<file path="config.mk">
export PLATFORM = sky130hd
export DESIGN_NAME = pcl_panel
export DESIGN_NICKNAME = d
export VERILOG_FILES = /design/src/inc/pcl_pkg.sv /design/src/rtl/pcl_timer.sv /design/src/rtl/pcl_panel.sv
export SDC_FILE = /design/constraint.sdc
export NUM_CORES = 1
export LEC_CHECK = 0
export ABC_AREA = 1
export BUFFER_PORTS_ARGS = -buffer_cell sky130_fd_sc_hd__buf_2
export CORE_ASPECT_RATIO = 0.7
export CORE_MARGIN = 8
export CORE_UTILIZATION = 54
export DETAILED_ROUTE_END_ITERATION = 7
export PLACE_DENSITY = 0.77
export REMOVE_ABC_BUFFERS = 1
export SKIP_CTS_REPAIR_TIMING = 1
export SLEW_MARGIN = 20
export SYNTH_ARGS = -nofsm -noshare
export SYNTH_HDL_FRONTEND = slang
export SYNTH_HIERARCHICAL = 1
export SYNTH_SLANG_ARGS = --single-unit
</file>
<file path="constraint.sdc">
create_clock -name clk -period 6 [get_ports clk]
set_input_delay 0.3 -clock clk [delete_from_list [all_inputs] [get_ports clk]]
set_output_delay 0.3 -clock clk [all_outputs]
set_load 0.005 [all_outputs]
</file>
<file path="src/inc/pcl_pkg.sv">
/*
 * pcl_pkg: constants for the panel close-inhibit and profile logic.
 * Assumes a 10 MHz system clock and a 32-bit Avalon-MM register port.
 */
package pcl_pkg;
   // clock and times, figures as printed
   localparam longint unsigned CLK_HZ = 64'd10000000;
   localparam longint unsigned EDIT_WIN_S = 64'd10;
   localparam longint unsigned BLANK_MIN = 64'd10;
   localparam longint unsigned CLFAIL_S = 64'd5;
   localparam longint unsigned EDIT_WIN_CYC = EDIT_WIN_S * CLK_HZ;
   localparam longint unsigned BLANK_CYC = BLANK_MIN * 64'd60 * CLK_HZ;
   localparam longint unsigned CLFAIL_CYC = CLFAIL_S * CLK_HZ;

   // register byte offsets
   localparam logic [3:0] OFS_CTRL = 4'h0;
   localparam logic [3:0] OFS_CMD = 4'h4;
   localparam logic [3:0] OFS_STATUS = 4'h8;
   localparam logic [3:0] OFS_ALARM = 4'hC;

   // ctrl fields and reset value
   localparam int CTRL_PWRSAVE = 0;
   localparam int CTRL_INRUSH_EN = 1;
   localparam int CTRL_INRUSH_BLK = 2;
   localparam int CTRL_FASTDIS = 3;
   localparam logic [3:0] CTRL_RST = 4'h3;

   // serial command fields (write only)
   localparam int CMD_LIVE_SET = 0;
   localparam int CMD_LIVE_CLR = 1;
   localparam int CMD_EARTH_SET = 2;
   localparam int CMD_EARTH_CLR = 3;
   localparam int CMD_RECL_SET = 4;
   localparam int CMD_RECL_CLR = 5;
   localparam int CMD_CLOSE = 6;
   localparam int CMD_PROF_WR = 7;
   localparam int CMD_PROF_LSB = 8;

   // alarm register: write one to clear
   localparam int ALM_CLFAIL = 0;

   // status fields
   localparam int ST_LIVE = 0;
   localparam int ST_REQ_LSB = 1;
   localparam int ST_EARTH = 4;
   localparam int ST_RECL = 5;
   localparam int ST_REMLK = 6;
   localparam int ST_PROF_LSB = 7;
   localparam int ST_CLFAIL = 9;
   localparam int ST_LOCKOUT = 10;
   localparam int ST_BRK = 11;
   localparam int ST_EDIT = 12;
   localparam int ST_INRUSH = 13;
   localparam int ST_PEND = 14;
   localparam int ST_BLANK = 15;

   localparam logic [1:0] PROF_NORMAL = 2'h0;
endpackage

</file>
<file path="src/rtl/pcl_timer.sv">
/*
 * pcl_timer: reloadable one-shot countdown with a one-cycle done pulse.
 * Assumes an asynchronous active-low reset and a shared clock enable.
 */
`timescale 1ns/1ns
module pcl_timer #(
   parameter longint unsigned LEN = 64'd10,
   parameter int W = $clog2(LEN + 1)
) (
   input wire logic clk,
   input wire logic rst_n,
   input wire logic ce,
   input wire logic start,
   input wire logic stop,
   output logic busy,
   output logic done
);
   localparam logic [W-1:0] LOAD = W'(LEN - 64'd1);
   logic [W-1:0] cnt_r;

   initial begin
      if (LEN < 64'd1) begin
         $error("pcl_timer: LEN must be at least one cycle");
      end
   end

   // restart wins over stop so a fresh start is never lost
   always_ff @(posedge clk or negedge rst_n) begin
      if (!rst_n) begin
         cnt_r <= '0;
         busy <= 1'b0;
         done <= 1'b0;
      end else if (ce) begin
         done <= 1'b0;
         if (start) begin
            cnt_r <= LOAD;
            busy <= 1'b1;
         end else if (stop) begin
            busy <= 1'b0;
         end else if (busy) begin
            if (cnt_r == '0) begin
               busy <= 1'b0;
               done <= 1'b1;
            end else begin
               cnt_r <= cnt_r - 1'b1;
            end
         end
      end
   end
endmodule // pcl_timer

</file>
<file path="src/rtl/pcl_panel.sv">
/*
 * pcl_panel: front-panel supervisory logic of a recloser controller:
 * live-work close inhibit, close interlock, trip/close buttons, edit window,
 * function keys and settings-group selection, with an Avalon-MM slave.
 * Assumes panel and supervisory inputs are asynchronous levels, already debounced.
 */
// Our own choices: register access over Avalon-MM and the register offsets.
// Notes on behaviour
// - live-work inhibit suppresses every close from any source
// - turning the inhibit on never trips the breaker by itself
// - inhibit forces one trip to lockout on faster of definite/fast curve
// - inhibit overrides inrush restraint, reclosing inhibit and fast-trip disable
// - inhibit is OR of panel, serial and supervisory requests
// - each request is cleared only by the source that set it
// - inhibit LED lit whenever inhibit active
// - power save blanks LEDs after ten idle minutes, except inhibit LED
// - interlock removed: no close at all, trips still work
// - close with interlock out alarms after five seconds; restore first closes
// - trip button opens breaker and locks out, independent of processor
// - close button homes the sequence and closes the breaker
// - latched close-failure alarm blocks closing until reset
// - close from lockout starts inrush restraint if enabled and unblocked
// - close while breaker already closed does not start inrush restraint
// - function LEDs show function state whatever the source
// - earth-trip block from serial, discrete, software or panel
// - reclosing inhibit suppresses auto reclose, curve unchanged
// - remote lockout rejects rear serial and discrete commands only; their live-work set and clear requests are still taken
// - remote lockout changes only via edit key then its key
// - four settings groups, normal when no alternate set
// - edit then alternate key selects; same key deselects; remote may too
// - edit window expiry leaves all settings unchanged
`timescale 1ns/1ns
module pcl_panel #(
   parameter longint unsigned EDIT_CYC = pcl_pkg::EDIT_WIN_CYC,
   parameter longint unsigned BLANK_CYC = pcl_pkg::BLANK_CYC,
   parameter longint unsigned CLFAIL_CYC = pcl_pkg::CLFAIL_CYC
) (
   input wire logic clk,
   input wire logic resetn,
   input wire logic ce,
   input wire logic [3:0] avs_address,
   input wire logic avs_read,
   input wire logic avs_write,
   input wire logic [31:0] avs_writedata,
   input wire logic [3:0] avs_byteenable,
   output logic [31:0] avs_readdata,
   output logic avs_waitrequest,
   input wire logic live_switch,
   input wire logic edit_key,
   input wire logic earth_key,
   input wire logic recl_key,
   input wire logic remlock_key,
   input wire logic [2:0] prof_key,
   input wire logic close_btn,
   input wire logic trip_btn,
   input wire logic sc_live_set,
   input wire logic sc_live_clr,
   input wire logic sc_earth_set,
   input wire logic sc_earth_clr,
   input wire logic sc_recl_set,
   input wire logic sc_recl_clr,
   input wire logic sc_close,
   input wire logic interlock_in,
   input wire logic breaker_closed,
   output logic close_cmd,
   output logic trip_cmd,
   output logic seq_home,
   output logic lockout,
   output logic one_trip_lockout,
   output logic composite_curve,
   output logic inrush_restraint_protection,
   output logic reclose_block,
   output logic fast_trip_disable,
   output logic earth_block,
   output logic [1:0] active_group,
   output logic remote_lockout,
   output logic led_live,
   output logic led_earth,
   output logic led_recl,
   output logic led_remlock,
   output logic [2:0] led_prof,
   output logic led_alarm,
   output logic led_lockout
);
   localparam int NP = 19;

   initial begin
      if (EDIT_CYC < 64'd1 || BLANK_CYC < 64'd1 || CLFAIL_CYC < 64'd1) begin
         $error("pcl_panel: timer lengths must be at least one cycle");
      end
   end

   // reset release through two flops
   logic [1:0] rst_sync_r;
   logic rst_n;
   always_ff @(posedge clk or negedge resetn) begin
      if (!resetn) begin
         rst_sync_r <= 2'h0;
      end else if (ce) begin
         rst_sync_r <= {rst_sync_r[0], 1'b1};
      end
   end
   assign rst_n = rst_sync_r[1];

   // pins pass two flops; a third stage gives rising edges
   logic [NP-1:0] pin_raw, s1_r, s2_r, s3_r, rise;
   assign pin_raw = {breaker_closed, interlock_in, sc_close, sc_recl_clr, sc_recl_set, sc_earth_clr,
                     sc_earth_set, sc_live_clr, sc_live_set, trip_btn, close_btn, prof_key,
                     remlock_key, recl_key, earth_key, edit_key, live_switch};
   always_ff @(posedge clk or negedge rst_n) begin
      if (!rst_n) begin
         s1_r <= '0;
         s2_r <= '0;
         s3_r <= '0;
      end else if (ce) begin
         s1_r <= pin_raw;
         s2_r <= s1_r;
         s3_r <= s2_r;
      end
   end
   assign rise = s2_r & ~s3_r;

   logic live_sw_s, brk_s, ilock_s;
   logic ed_p, earth_p, recl_p, reml_p, close_p, trip_p;
   logic [2:0] prof_p;
   logic scl_set, scl_clr, sce_set, sce_clr, scr_set, scr_clr, sc_close_p;
   assign live_sw_s = s2_r[0];
   assign ed_p = rise[1];
   assign earth_p = rise[2];
   assign recl_p = rise[3];
   assign reml_p = rise[4];
   assign prof_p = rise[7:5];
   assign close_p = rise[8];
   assign trip_p = rise[9];
   assign scl_set = rise[10];
   assign scl_clr = rise[11];
   assign sce_set = rise[12];
   assign sce_clr = rise[13];
   assign scr_set = rise[14];
   assign scr_clr = rise[15];
   assign sc_close_p = rise[16];
   assign ilock_s = s2_r[17];
   assign brk_s = s2_r[18];

   // avalon slave: one wait state, then the access completes
   logic [31:0] wmask, wd;
   logic acc, wr_go;
   logic [3:0] ctrl_r;
   assign wmask = {{8{avs_byteenable[3]}}, {8{avs_byteenable[2]}}, {8{avs_byteenable[1]}},
                   {8{avs_byteenable[0]}}};
   assign wd = avs_writedata & wmask;
   assign acc = (avs_read | avs_write) & avs_waitrequest;
   assign wr_go = avs_write & ~avs_waitrequest;

   always_ff @(posedge clk or negedge rst_n) begin
      if (!rst_n) begin
         avs_waitrequest <= 1'b1;
      end else if (ce) begin
         avs_waitrequest <= ~acc;
      end
   end

   always_ff @(posedge clk or negedge rst_n) begin
      if (!rst_n) begin
         ctrl_r <= pcl_pkg::CTRL_RST;
      end else if (ce && wr_go && avs_address == pcl_pkg::OFS_CTRL) begin
         ctrl_r <= (ctrl_r & ~wmask[3:0]) | wd[3:0];
      end
   end

   logic cmd_wr, alm_wr;
   assign cmd_wr = wr_go && avs_address == pcl_pkg::OFS_CMD;
   assign alm_wr = wr_go && avs_address == pcl_pkg::OFS_ALARM;

   // remote lockout gates rear serial and discrete commands, except the live-work set and clear requests
   logic rem_ok;
   assign rem_ok = ~remote_lockout;

   logic req_panel, req_serial_r, req_scada_r, live_on;
   assign req_panel = live_sw_s;
   always_ff @(posedge clk or negedge rst_n) begin
      if (!rst_n) begin
         req_serial_r <= 1'b0;
      end else if (ce) begin
         if (cmd_wr && wd[pcl_pkg::CMD_LIVE_SET]) begin
            req_serial_r <= 1'b1;
         end else if (cmd_wr && wd[pcl_pkg::CMD_LIVE_CLR]) begin
            req_serial_r <= 1'b0;
         end
      end
   end
   always_ff @(posedge clk or negedge rst_n) begin
      if (!rst_n) begin
         req_scada_r <= 1'b0;
      end else if (ce) begin
         if (scl_set) begin
            req_scada_r <= 1'b1;
         end else if (scl_clr) begin
            req_scada_r <= 1'b0;
         end
      end
   end
   assign live_on = req_panel | req_serial_r | req_scada_r;

   // edit window
   logic edit_busy, edit_done, fkey, edit_take;
   assign fkey = earth_p | recl_p | reml_p | (|prof_p);
   assign edit_take = edit_busy & fkey;
   pcl_timer #(.LEN(EDIT_CYC)) u_edit (
      .clk(clk), .rst_n(rst_n), .ce(ce), .start(ed_p), .stop(edit_take),
      .busy(edit_busy), .done(edit_done)
   );

   // earth block from any source, set wins
   always_ff @(posedge clk or negedge rst_n) begin
      if (!rst_n) begin
         earth_block <= 1'b0;
      end else if (ce) begin
         if ((edit_take && earth_p && !earth_block) || (rem_ok && (sce_set
             || (cmd_wr && wd[pcl_pkg::CMD_EARTH_SET])))) begin
            earth_block <= 1'b1;
         end else if ((edit_take && earth_p) || (rem_ok && (sce_clr
             || (cmd_wr && wd[pcl_pkg::CMD_EARTH_CLR])))) begin
            earth_block <= 1'b0;
         end
      end
   end

   logic recl_inh_r;
   always_ff @(posedge clk or negedge rst_n) begin
      if (!rst_n) begin
         recl_inh_r <= 1'b0;
      end else if (ce) begin
         if ((edit_take && recl_p && !recl_inh_r) || (rem_ok && (scr_set
             || (cmd_wr && wd[pcl_pkg::CMD_RECL_SET])))) begin
            recl_inh_r <= 1'b1;
         end else if ((edit_take && recl_p) || (rem_ok && (scr_clr
             || (cmd_wr && wd[pcl_pkg::CMD_RECL_CLR])))) begin
            recl_inh_r <= 1'b0;
         end
      end
   end

   always_ff @(posedge clk or negedge rst_n) begin
      if (!rst_n) begin
         remote_lockout <= 1'b0;
      end else if (ce && edit_take && reml_p) begin
         remote_lockout <= ~remote_lockout;
      end
   end

   always_ff @(posedge clk or negedge rst_n) begin
      if (!rst_n) begin
         active_group <= pcl_pkg::PROF_NORMAL;
      end else if (ce) begin
         if (edit_take && prof_p != 3'h0) begin
            for (int k = 0; k < 3; k++) begin
               if (prof_p[k] && (prof_p & ~(3'h7 << k)) == 3'h0) begin
                  active_group <= (active_group == 2'(k + 1)) ? pcl_pkg::PROF_NORMAL : 2'(k + 1);
               end
            end
         end else if (rem_ok && cmd_wr && wd[pcl_pkg::CMD_PROF_WR]) begin
            active_group <= wd[pcl_pkg::CMD_PROF_LSB +: 2];
         end
      end
   end

   // close handling
   logic clf_alarm_r, pend_r, clf_busy, clf_done, inrush_r;
   logic close_req, close_blk, fire, pend_fire;
   assign close_req = close_p | (rem_ok & (sc_close_p | (cmd_wr & wd[pcl_pkg::CMD_CLOSE])));
   assign close_blk = live_on | clf_alarm_r;
   assign fire = close_req & ~close_blk & ilock_s & ~pend_r;
   // restored interlock completes the pending close
   assign pend_fire = pend_r & ilock_s & ~close_blk;

   pcl_timer #(.LEN(CLFAIL_CYC)) u_clf (
      .clk(clk), .rst_n(rst_n), .ce(ce),
      .start(close_req & ~close_blk & ~ilock_s & ~pend_r),
      .stop(pend_fire | (pend_r & close_blk)), .busy(clf_busy), .done(clf_done)
   );

   always_ff @(posedge clk or negedge rst_n) begin
      if (!rst_n) begin
         pend_r <= 1'b0;
      end else if (ce) begin
         if (close_req && !close_blk && !ilock_s) begin
            pend_r <= 1'b1;
         end else if (pend_fire || clf_done || close_blk) begin
            pend_r <= 1'b0;
         end
      end
   end

   // alarm when the wait runs out; a new alarm wins over a clear
   always_ff @(posedge clk or negedge rst_n) begin
      if (!rst_n) begin
         clf_alarm_r <= 1'b0;
      end else if (ce) begin
         if (clf_done && pend_r) begin
            clf_alarm_r <= 1'b1;
         end else if (alm_wr && wd[pcl_pkg::ALM_CLFAIL]) begin
            clf_alarm_r <= 1'b0;
         end
      end
   end

   // trip from the button also runs while software is dead
   always_ff @(posedge clk or negedge rst_n) begin
      if (!rst_n) begin
         trip_cmd <= 1'b0;
         close_cmd <= 1'b0;
         seq_home <= 1'b0;
         lockout <= 1'b1;
      end else if (ce) begin
         trip_cmd <= trip_p;
         close_cmd <= (fire | pend_fire) & ~trip_p;
         seq_home <= (fire | pend_fire) & ~trip_p;
         if (trip_p) begin
            lockout <= 1'b1;
         end else if (fire || pend_fire) begin
            lockout <= 1'b0;
         end
      end
   end

   always_ff @(posedge clk or negedge rst_n) begin
      if (!rst_n) begin
         inrush_r <= 1'b0;
      end else if (ce) begin
         if (trip_p) begin
            inrush_r <= 1'b0;
         end else if ((fire || pend_fire) && lockout && !brk_s && ctrl_r[pcl_pkg::CTRL_INRUSH_EN]
                      && !ctrl_r[pcl_pkg::CTRL_INRUSH_BLK]) begin
            inrush_r <= 1'b1;
         end
      end
   end

   always_ff @(posedge clk or negedge rst_n) begin
      if (!rst_n) begin
         one_trip_lockout <= 1'b0;
         composite_curve <= 1'b0;
         inrush_restraint_protection <= 1'b0;
         reclose_block <= 1'b0;
         fast_trip_disable <= 1'b0;
      end else if (ce) begin
         one_trip_lockout <= live_on;
         composite_curve <= live_on;
         inrush_restraint_protection <= inrush_r & ~live_on;
         reclose_block <= recl_inh_r | live_on;
         fast_trip_disable <= ctrl_r[pcl_pkg::CTRL_FASTDIS] & ~live_on;
      end
   end

   // idle timer restarted by any panel operation
   logic blank_busy, blank_done, blank_r, panel_op;
   assign panel_op = ed_p | fkey | close_p | trip_p | (s2_r[0] ^ s3_r[0]);
   pcl_timer #(.LEN(BLANK_CYC)) u_blank (
      .clk(clk), .rst_n(rst_n), .ce(ce), .start(panel_op | (~blank_busy & ~blank_r)), .stop(1'b0),
      .busy(blank_busy), .done(blank_done)
   );
   always_ff @(posedge clk or negedge rst_n) begin
      if (!rst_n) begin
         blank_r <= 1'b0;
      end else if (ce) begin
         blank_r <= (blank_r | blank_done) & ~panel_op & ctrl_r[pcl_pkg::CTRL_PWRSAVE];
      end
   end

   // LEDs follow state, not the source
   always_ff @(posedge clk or negedge rst_n) begin
      if (!rst_n) begin
         led_live <= 1'b0;
         led_earth <= 1'b0;
         led_recl <= 1'b0;
         led_remlock <= 1'b0;
         led_prof <= 3'h0;
         led_alarm <= 1'b0;
         led_lockout <= 1'b0;
      end else if (ce) begin
         led_live <= live_on;
         led_earth <= earth_block & ~blank_r;
         led_recl <= recl_inh_r & ~blank_r;
         led_remlock <= remote_lockout & ~blank_r;
         for (int k = 0; k < 3; k++) begin
            led_prof[k] <= (active_group == 2'(k + 1)) & ~blank_r;
         end
         led_alarm <= clf_alarm_r & ~blank_r;
         led_lockout <= lockout & ~blank_r;
      end
   end

   // read data captured in the wait cycle
   logic [31:0] st;
   always_comb begin
      st = 32'h0;
      st[pcl_pkg::ST_LIVE] = live_on;
      st[pcl_pkg::ST_REQ_LSB +: 3] = {req_scada_r, req_serial_r, req_panel};
      st[pcl_pkg::ST_EARTH] = earth_block;
      st[pcl_pkg::ST_RECL] = recl_inh_r;
      st[pcl_pkg::ST_REMLK] = remote_lockout;
      st[pcl_pkg::ST_PROF_LSB +: 2] = active_group;
      st[pcl_pkg::ST_CLFAIL] = clf_alarm_r;
      st[pcl_pkg::ST_LOCKOUT] = lockout;
      st[pcl_pkg::ST_BRK] = brk_s;
      st[pcl_pkg::ST_EDIT] = edit_busy;
      st[pcl_pkg::ST_INRUSH] = inrush_r;
      st[pcl_pkg::ST_PEND] = pend_r;
      st[pcl_pkg::ST_BLANK] = blank_r;
   end

   always_ff @(posedge clk or negedge rst_n) begin
      if (!rst_n) begin
         avs_readdata <= 32'h0;
      end else if (ce && acc && avs_read) begin
         case (avs_address)
            pcl_pkg::OFS_CTRL: avs_readdata <= {28'h0, ctrl_r};
            pcl_pkg::OFS_STATUS: avs_readdata <= st;
            pcl_pkg::OFS_ALARM: avs_readdata <= {31'h0, clf_alarm_r};
            default: avs_readdata <= 32'h0;
         endcase
      end
   end

   logic unused_ok;
   assign unused_ok = edit_done | clf_busy;
endmodule // pcl_panel

</file>
# == Yosys cells after proc, flatten, opt, wreduce, memory -nomap -nowiden ==
# Index checks and enable logic that the tools add are counted.
# totals
reg_bits,211
output_inout_bits,55
wordCells,254
# classes
n_addsub,3
n_eq_ne,12
muxes,54
n_bitwise,63
n_reduce_logical,84
# op_table
cell,n
$mux 27,4
$mux 26,4
$mux 33,3
$pmux 16 s3,1
$logic_and 1x1->1,35
$mux 1,35
$logic_not 33->1,1
$sub 33x1->33 const B,1
$and 1x1->1,27
$logic_not 27->1,1
$sub 27x1->27 const B,1
$logic_not 26->1,1
$sub 26x1->26 const B,1
$reduce_bool 2->1,12
$or 1x1->1,18
$and 17x17->17,1
$not 17->17,1
$reduce_and 2->1,8
$mux 2,7
$logic_or 1x1->1,11
$not 1->1,11
$and 10x10->10,1
$eq 4x4->1 const B,2
$reduce_and 4->1,2
other kinds (16),27

# == Logic depth before layout (Yosys ltp) ==
# Gate-level depths: netlist of run 1.
# depth
depth_word,17
ltp_mapped,16
ltp_nobuf,14

# == By module ==
# Netlist of run 1, hierarchy kept.
# by_module_without_submodules
mod,n_inst,cells_each,area_per_inst_um2,seq_area_each_um2
pcl_panel,1,534,4590.7,2607.5
pcl_timer (u_blank),1,379,2428.6,875.8
pcl_timer (u_edit),1,306,2003.2,725.7
pcl_timer (u_clf),1,298,1980.6,700.7

# == Worst setup path after synthesis of run 1 ==
# No wires, ideal clock.
# synth_path
path_kind,reg-to-reg
startpoint,"reg, netlist name rst_sync_r[1]"
endpoint,reg rst_sync_r[1]
setup_time_ns,0.092
arrival_time_ns,4.757
t_required_ns,5.908
setup_slack_ns,1.151
path_stages_with_launch,3
synth_period_minus_slack_ns,4.849
cell_sequence,dfrtp_1 -> nand2_1 -> o21ai_0
# synth_rtl
element,line,rtl
end signal: assignment,pcl_panel.sv:100,"rst_sync_r <= {rst_sync_r[0], 1'b1};"
end: declaration,pcl_panel.sv:94,logic [1:0] rst_sync_r;

# == Worst setup path in the final report of run 1 ==
# layout_path
startpoint,reg s2_r[0]
endpoint,reg u_clf.cnt_r[12]
# layout_between
elab_chain_len,9
# layout_lines
element,line,rtl
start: declaration,pcl_panel.sv:106,"logic [NP-1:0] pin_raw, s1_r, s2_r, s3_r, rise;"
start signal: assignment,pcl_panel.sv:117,s2_r <= s1_r;
$or 1x1->1 (*) (2 in series),pcl_panel.sv:203,assign live_on = req_panel | req_serial_r | req_scada_r;
$or 1x1->1 (*),pcl_panel.sv:272,assign close_blk = live_on | clf_alarm_r;
$not 1->1,"pcl_panel.sv:275, pcl_panel.sv:279",
$and 1x1->1 (3 in series),pcl_panel.sv:279,".start(close_req & ~close_blk & ~ilock_s & ~pend_r),"
$ne 2x1->1 (no source line) or $reduce_bool 2->1 (tied branches),-,
$reduce_and 4->1 (no source line),-,
end signal: assignment,pcl_timer.sv:45,cnt_r <= cnt_r - 1'b1;
end: declaration,pcl_timer.sv:19,logic [W-1:0] cnt_r;
# Mark *: on every way between the ends. The rest lies on a longest branch, timed or not.
# A chain may end at the register's enable or synchronous reset.

==> flow_summary.json, run 1 <==
{
  "cp_max_fo": 45,
  "track_usage": 0.211,
  "viasPerCell": 5.32,
  "routed_wl_mm": 26.3,
  "cts_made_buffers": 17,
  "fmax_mhz": 259,
  "drive_above_1_share": 0.119,
  "start_util": 0.552,
  "num_antenna_cells": 0,
  "total_power_mw": 4.57,
  "maxSlewViolCount": 0,
  "hp-class": "in2reg",
  "ctsHtreeMaxLevel": 4,
  "place.gp.congestion": 0.898,
  "cp-start-kind": "flop",
  "required_ps": 6320,
  "leakage_nw": 6.04,
  "syn_inst": 1513,
  "r2r_end": "u_clf/cnt_r[12]",
  "vias": 9828,
  "root_buffer": "clkbuf_16",
  "cp.depth": 12,
  "grt_overflow_total": 0,
  "cpLargestDelayFamily": "simple AND/OR/NAND/NOR gates",
  "insertion_delay_ps": 450,
  "die_y_um": 135,
  "synth_warnings": 6,
  "arrival_ps": 4180,
  "grt_max_degree": 195,
  "endpoint": "u_clf/cnt_r[12]",
  "crit_slowest_cell": "nor2_1",
  "powerDensity_nw_per_um2": 381,
  "drt_iter0_drc": 1088,
  "ios": 119,
  "crit_type": "reg2reg",
  "period_share": 0.643,
  "worstReg2RegStart": "s2_r[0]",
  "drv_cap": 0,
  "ir_worst_vdd_mv": 0.200,
  "clk_path_buf_depth": 2,
  "netlist_area_um2": 11000,
  "first_global_vias": 9040,
  "cts_tree": "yes",
  "grt_pass1_wl_mm": 44.4,
  "rsz0062_at_grt": "no",
  "postRouteAntennaNets": 0,
  "core-area_um2": 19900,
  "rrSetupSlack_ps": 2140,
  "dieArea_um2": 25200,
  "rows": 43,
  "status": "finished clean",
  "synth_area_per_cell_um2": 7.25,
  "final_hold_viol_count": 0,
  "dr.pass1.iters": 5,
  "worst_slew_pin_slew_ps": 938,
  "port_buffers": 78,
  "crit_path_start": "s2_r[0]",
  "die_w_um": 186,
  "clkTransAtPathRegs_ps": 80,
  "path_cells": "inv_1 -> nand3_1 -> nor2_1 -> nand2_1 -> inv_1 -> nand2_1 -> nor2_1 -> inv_1 -> a21boi_0 -> nand3_4 -> nand2_1 -> o21ai_2",
  "cts.sinks": 195,
  "finalCriticalPeriod_ps": 3860,
  "antenna_found_initial": 0,
  "setup_viol": 0,
  "dp_hpwl_mm": 18.1,
  "tns_ps": 0,
  "route.detailed.wl_per_inst_um": 14.2,
  "cp_num_buf_inv": 3,
  "fin_nets": 1633,
  "drc": 0,
  "slew_headroom": 0.372,
  "worstSetupEndpointType": "flop",
  "worst_r2r_path_depth": 12,
  "area_growth_pct": 9.38,
  "slowest_delay_ps": 700,
  "skew_ps": 10.8
}
## state kept, by name (all words and copies together) (netlist names), 2 cells and up, named ones only
register	cells
avs_readdata	16
s2_r	19
s1_r	19
u_blank/cnt_r	33
u_clf/cnt_r	26
active_group	2
s3_r	17
rst_sync_r	2
u_edit/cnt_r	27
led_prof	3
## layout make-up
cell class | count | area (um^2)
clock buffer | 17 | 425
sequential | 195 | 4890
timing repair buffer | 83 | 465
inverter | 147 | 556
clock inverter | 15 | 169
tap | 270 | 338
fill | 1813 | 7860
multi-input combinational | 1122 | 5150
## where the power goes
group	switching, mW	internal [mW]	total [mW]
Combinational	1.05	0.512	1.57
Clock	0.563	0.593	1.16
Sequential	0.275	1.57	1.84
Total	1.89	2.67	4.57
## layout by cell type, fill, tap and decap left out, types with 6 or more instances in the layout
master and n:
nand4_1 27, buf_2 77, nand2_1 502, nor3_1 7, a21oi_1 8, o21ai_1 21
nor2_2 13, conb_1 17, clkbuf_16 17, nand3_1 121, nor2_1 203, nand3b_1 6
inv_2 8, inv_1 137, o21ai_0 97, dfrtp_1 190, o21bai_1 6, nand2_2 9
xor2_1 24, o21ai_2 22
## worst reg2reg max path: stages (launching register included)
cell      delay (ps)
dfrtp_1          420
inv_1            110
nand3_1          270
nor2_1           180
nand2_1           80
inv_1             70
nand2_1           60
nor2_1           700
inv_1            580
a21boi_0         460
nand3_4          490
nand2_1          250
o21ai_2           70
## worst min-delay path by stage
stage	start	end	slack, ps	depth (start not counted)
final	sc_recl_clr	s1_r[15]	50	3
after global routing	recl_key	s1_r[3]	50	3
after floorplan	resetn	rst_sync_r[0]	4	0
after global placement	resetn	rst_sync_r[0]	90	1
after detailed placement	resetn	rst_sync_r[0]	90	1
after CTS	resetn	rst_sync_r[1]	-380	1
## through the flow
stage | hold slack [ps] | util | cell area [um^2] | cells | worst slack, ps
floorplan | 4.41 | - | 10600 | 1464 | 151
global placement | 85.3 | 0.572 | 11400 | 1815 | 2340
detailed placement | 88.3 | 0.572 | 11400 | 1815 | 2200
CTS | -378 | 0.602 | 12000 | 1847 | 2200
global route | 53.6 | 0.604 | 12000 | 1849 | 1830
finish | 51.9 | 0.604 | 12000 | 1849 | 2140
## routing by layer
| metal | vias up | share of wire | GRT usage |
|---|---|---|---|
| met4 | 0 | 0.011 | 0.0519 |
| li1 | 4863 | - | - |
| met5 | - | 0 | 0 |
| met3 | 23 | 0.065 | 0.0432 |
| met1 | 4652 | 0.48 | 0.304 |
| met2 | 290 | 0.44 | 0.322 |
Note: power is estimated with default switching activity, not from simulation.
==> run 2: changes to the inputs <==
ABC_AREA = 0   (was 1)
CORE_UTILIZATION = 53   (was 54)
PLACE_DENSITY = 0.76   (was 0.77)
clock period = 3.5 ns   (was 6 ns; I/O delays follow)
==> flow_summary.json, run 2 <==
{
  "status": "finished clean",
  "powerDensity_nw_per_um2": 556,
  "track_usage": 0.207,
  "synth_area_per_cell_um2": 10.4,
  "dieArea_um2": 23600,
  "arrival_ps": 3500,
  "synth_warnings": 6,
  "insertion_delay_ps": 440,
  "netlist_area_um2": 9990,
  "postRouteAntennaNets": 0,
  "grt_pass1_wl_mm": 40.0,
  "clkTransAtPathRegs_ps": 80,
  "place.gp.congestion": 0.880,
  "cts_made_buffers": 17,
  "num_antenna_cells": 0,
  "setup_viol": 0,
  "utilization": 0.607,
  "tns_ps": 0,
  "drc": 0,
  "reg.largest.list": "u_blank/cnt_r x33, u_edit/cnt_r x27, u_clf/cnt_r x26",
  "routed_wl_mm": 24.1,
  "drv_cap": 0,
  "worstReg2RegStart": "s2_r[0]",
  "die_w_um": 180,
  "rrSetupSlack_ps": 360,
  "clk_path_buf_depth": 2,
  "rows": 42,
  "hp-class": "in2reg",
  "fin_ws_ps": 362,
  "grt_overflow_total": 0,
  "root_buffer": "clkbuf_16",
  "top_register": "u_blank/cnt_r",
  "required_ps": 3860,
  "core-area_um2": 18700,
  "place_area_um2": 10600,
  "final_hold_viol_count": 0,
  "antenna_found_initial": 0,
  "rsz0062_at_grt": "no",
  "layout_common_cells": "190 x dfrtp_1, 77 x buf_2, 59 x mux2_2, 56 x nor2_1, 55 x nand2_1",
  "fin_area_um2": 11300,
  "crit_type": "reg2reg",
  "port_buffers": 78,
  "cp-start-kind": "flop",
  "viasPerCell": 6.11,
  "period_share": 0.897,
  "grt_use_met3": 0.0434,
  "ctsHtreeMaxLevel": 4,
  "met1_usage": 0.291,
  "met2_usage": 0.320,
  "worstSetupEndpointType": "flop",
  "dp_slack_ps": 410,
  "slew_headroom": 0.280,
  "first_global_vias": 7776,
  "cts_tree": "yes",
  "cp_max_fo": 13,
  "syn_inst": 959,
  "cts.sinks": 195,
  "drive_above_1_share": 0.242,
  "skew_ps": 12.1,
  "drt_iter0_drc": 691,
  "fmax_mhz": 319,
  "finalCriticalPeriod_ps": 3140,
  "fin_nets": 1119,
  "worst_r2r_path_depth": 8,
  "grt_max_degree": 56,
  "dp_hpwl_mm": 16.5,
  "dr.pass1.iters": 4,
  "worst_slew_pin_slew_ps": 1080,
  "maxSlewViolCount": 0,
  "gr-max-usage-layer": "met2",
  "layout_commonest_cell": "dfrtp_1",
  "start_util": 0.534,
  "largest_reg_flops": 33,
  "r2r_end": "u_clf/cnt_r[24]",
  "die_y_um": 131,
  "leakage_nw": 4.48,
  "min_from": "avs_writedata[1]",
  "ir_worst_vdd_mv": 0.333,
  "ios": 119,
  "route.detailed.wl_per_inst_um": 18.5,
  "hold_depth": 2,
  "vias": 7987,
  "area_growth_pct": 13.5
}
run 2: cell count changes in the layout (fill, tap and decap cells not counted), sizes merged, moves of 25 or more:
| cell | before | now |
|---|---|---|
| a31oi | 1 | 26 |
| nor2 | 221 | 56 |
| nand2 | 512 | 55 |
| a21oi | 8 | 43 |
| nand3 | 127 | 34 |
| o21ai | 140 | 53 |
| nor4 | 0 | 29 |
| inv | 153 | 37 |
| nor3 | 8 | 35 |
| mux2 | 0 | 59 |
run 2: layout make-up:
cell class,count,area (um^2)
clock inverters,15,146
clock buffers,17,425
inverters,31,116
fillers,1553,7360
repair buffers,121,781
multi-input cells,686,4690
flip-flops and latches,195,4890
well taps,242,303
run 2: critical path, cell delays in order (launching register included):
cell and delay, ps:
dfrtp_1 430, or3_4 420, or3_4 350, nor4_2 280, buf_4 260, inv_1 110
a2111o_1 490, or4b_1 550, a21oi_1 160
run 2: metrics by stage:
step           hold WS [ps]  power, mW  std cells
2_1_floorplan          -121       3.87        912
3_3_place_gp          -39.5       4.30       1254
3_5_place_dp          -37.3       4.36       1254
4_1_cts                -502       6.31       1286
5_1_grt                6.88       6.64       1307
6_report               29.0       6.31       1307
run 2: worst max-delay path by stage:
stage / startpoint / to / slack, ps
after floorplan: rst_sync_r[1] / asynchronous set/reset pin / -2350
after global placement: s2_r[0] / u_clf/cnt_r[24] / 450
after detailed placement: s2_r[0] / u_clf/cnt_r[24] / 410
after global routing: s2_r[0] / u_clf/cnt_r[24] / 200
final: s2_r[0] / u_clf/cnt_r[24] / 360
after CTS: s2_r[0] / u_clf/cnt_r[24] / 340
run 2: power by group:
| group | leakage [nW] | internal, mW | switching, mW |
|---|---|---|---|
| sequential | 2.08 | 2.65 | 0.423 |
| combinational | 2.12 | 0.595 | 0.713 |
| clock | 0.280 | 1.00 | 0.933 |
| total | 4.48 | 4.25 | 2.07 |
run 2: metal layers:
metal,routed length [um],share of wire
met1,11400,0.47
met2,10900,0.45
met3,1500,0.062
met4,286,0.012
met5,0,0
==> run 3: changes to the inputs <==
clock period = 2.6 ns   (was 3.5 ns; I/O delays follow)
==> flow_summary.json, run 3 (synthesized netlist as in run 2, its figures left out) <==
{
  "hp-class": "in2reg",
  "utilization": 0.659,
  "fin_nets": 1195,
  "clkTransAtPathRegs_ps": 70,
  "insertion_delay_ps": 440,
  "top_register": "u_blank/cnt_r",
  "die_y_um": 131,
  "ir_worst_vdd_mv": 0.470,
  "cp_max_fo": 6,
  "postRouteAntennaNets": 0,
  "core-area_um2": 18700,
  "rsz0062_at_grt": "yes",
  "drt_iter0_drc": 756,
  "cts_tree": "yes",
  "skew_ps": 10.1,
  "slew_headroom": 0.483,
  "worstSetupEndpointType": "flop",
  "cts_made_buffers": 17,
  "holdWs_ps": -8.28,
  "crit_type": "reg2reg",
  "worst_slew_pin_slew_ps": 773,
  "final_hold_viol_count": 1,
  "antenna_found_initial": 0,
  "fin_cells": 1383,
  "start_util": 0.534,
  "track_usage": 0.208,
  "n_fill_cell": 1402,
  "grt_overflow_total": 0,
  "dr.pass1.iters": 5,
  "largest_reg_flops": 33,
  "violations": "negative hold slack, negative setup slack",
  "clk_path_buf_depth": 2,
  "arrival_ps": 3190,
  "routed_wl_mm": 25.9,
  "grt_max_degree": 109,
  "reg.largest.list": "u_blank/cnt_r x33, u_edit/cnt_r x27, u_clf/cnt_r x26",
  "num_antenna_cells": 0,
  "area_growth_pct": 23.4,
  "place.gp.congestion": 0.850,
  "ctsHtreeMaxLevel": 4,
  "drc": 0,
  "port_buffers": 78,
  "ios": 119,
  "drive_above_1_share": 0.319,
  "register_area_um2": 4890,
  "multiInputGateArea_um2": 4970,
  "first_global_vias": 7770,
  "status": "complete, but fails checks",
  "dp_hpwl_mm": 16.9,
  "dp.cells": 1309,
  "powerDensity_nw_per_um2": 739,
  "die_w_um": 180,
  "cp-start-kind": "flop",
  "finalCriticalPeriod_ps": 2870,
  "root_buffer": "clkbuf_16",
  "cts.sinks": 195,
  "drv_cap": 0,
  "rows": 42,
  "layout_commonest_cell": "dfrtp_1",
  "fin_ws_ps": -272,
  "fmax_mhz": 348,
  "leakage_nw": 4.96,
  "route.detailed.wl_per_inst_um": 18.7,
  "total_power_mw": 9.11,
  "vias": 8443,
  "layout_common_cells": "190 x dfrtp_1, 77 x buf_2, 76 x buf_4, 59 x mux2_2, 54 x nand2_1",
  "dieArea_um2": 23600,
  "setup_viol": 20,
  "maxSlewViolCount": 0,
  "period_share": 1.10,
  "viasPerCell": 6.10,
  "grt_pass1_wl_mm": 40.1,
  "required_ps": 2920
}
==> run 3: cell count changes in the layout (fill, tap and decap cells not counted), moves of 5 or more <==
cell and change:
buf_4 +54, o21ai_0 -11, buf_6 +9, a21oi_1 -7, a21oi_2 +7, o21ai_1 +7, dlygate4sd3_1 +5
==> run 3: layer usage <==
metal	vias to the layer above	share of wire	GRT usage
met5	-	0	0
met4	0	0.011	0.0577
met3	22	0.059	0.0486
met2	273	0.46	0.311
met1	4218	0.47	0.300
li1	3930	-	-
==> run 3: final timing paths <==
check	cells past startpoint	endpoint	from	slack, ps
worst max-delay path	11	u_clf/cnt_r[15]	avs_waitrequest	-270
worst min-delay path	3	active_group[0]	avs_byteenable[1]	-8
worst max register to register	11	u_clf/cnt_r[15]	avs_waitrequest	-270
worst min register to register	0	s1_r[2]	rst_sync_r[1]	220
max in group asynchronous	1	u_blank/cnt_r[15]	rst_sync_r[1]	1530
min in group asynchronous	0	s1_r[2]	rst_sync_r[1]	220
==> run 3: per-stage QoR <==
| stage | cell area, um^2 | setup slack (ps) | TNS [ps] |
|---|---|---|---|
| after floorplan | 9680 | -3250 | -658610 |
| after global placement | 11000 | -238 | -3430 |
| after detailed placement | 11000 | -331 | -4920 |
| after CTS | 11600 | -330 | -5310 |
| after global routing | 12300 | -352 | -5540 |
| final | 12300 | -272 | -3670 |
==> run 3: report_power, final <==
group / switching, mW / internal (mW)
logic: 1.16 / 1.14
registers: 0.590 / 3.57
clock network: 1.22 / 1.43
==> run 3: final cells by class <==
cell class                      count  area share
Clock buffer                       22      0.0384
Clock inverter                     10     0.00913
Inverter                           31     0.00943
Multi-Input combinational cell    687       0.403
Sequential cell                   195       0.396
Tap cell                          242      0.0245
Timing Repair Buffer              196       0.119
==> run 3: worst max-delay path, stage by stage, from the launching register on <==
cell      delay, ps
dfstp_2         530
and4bb_2        250
and3_4          190
nor2_4          110
nor4_4           60
or3b_4          380
or4_4           530
o221ai_4        220
buf_6           180
buf_8           140
nor4_4           40
mux2i_1         120
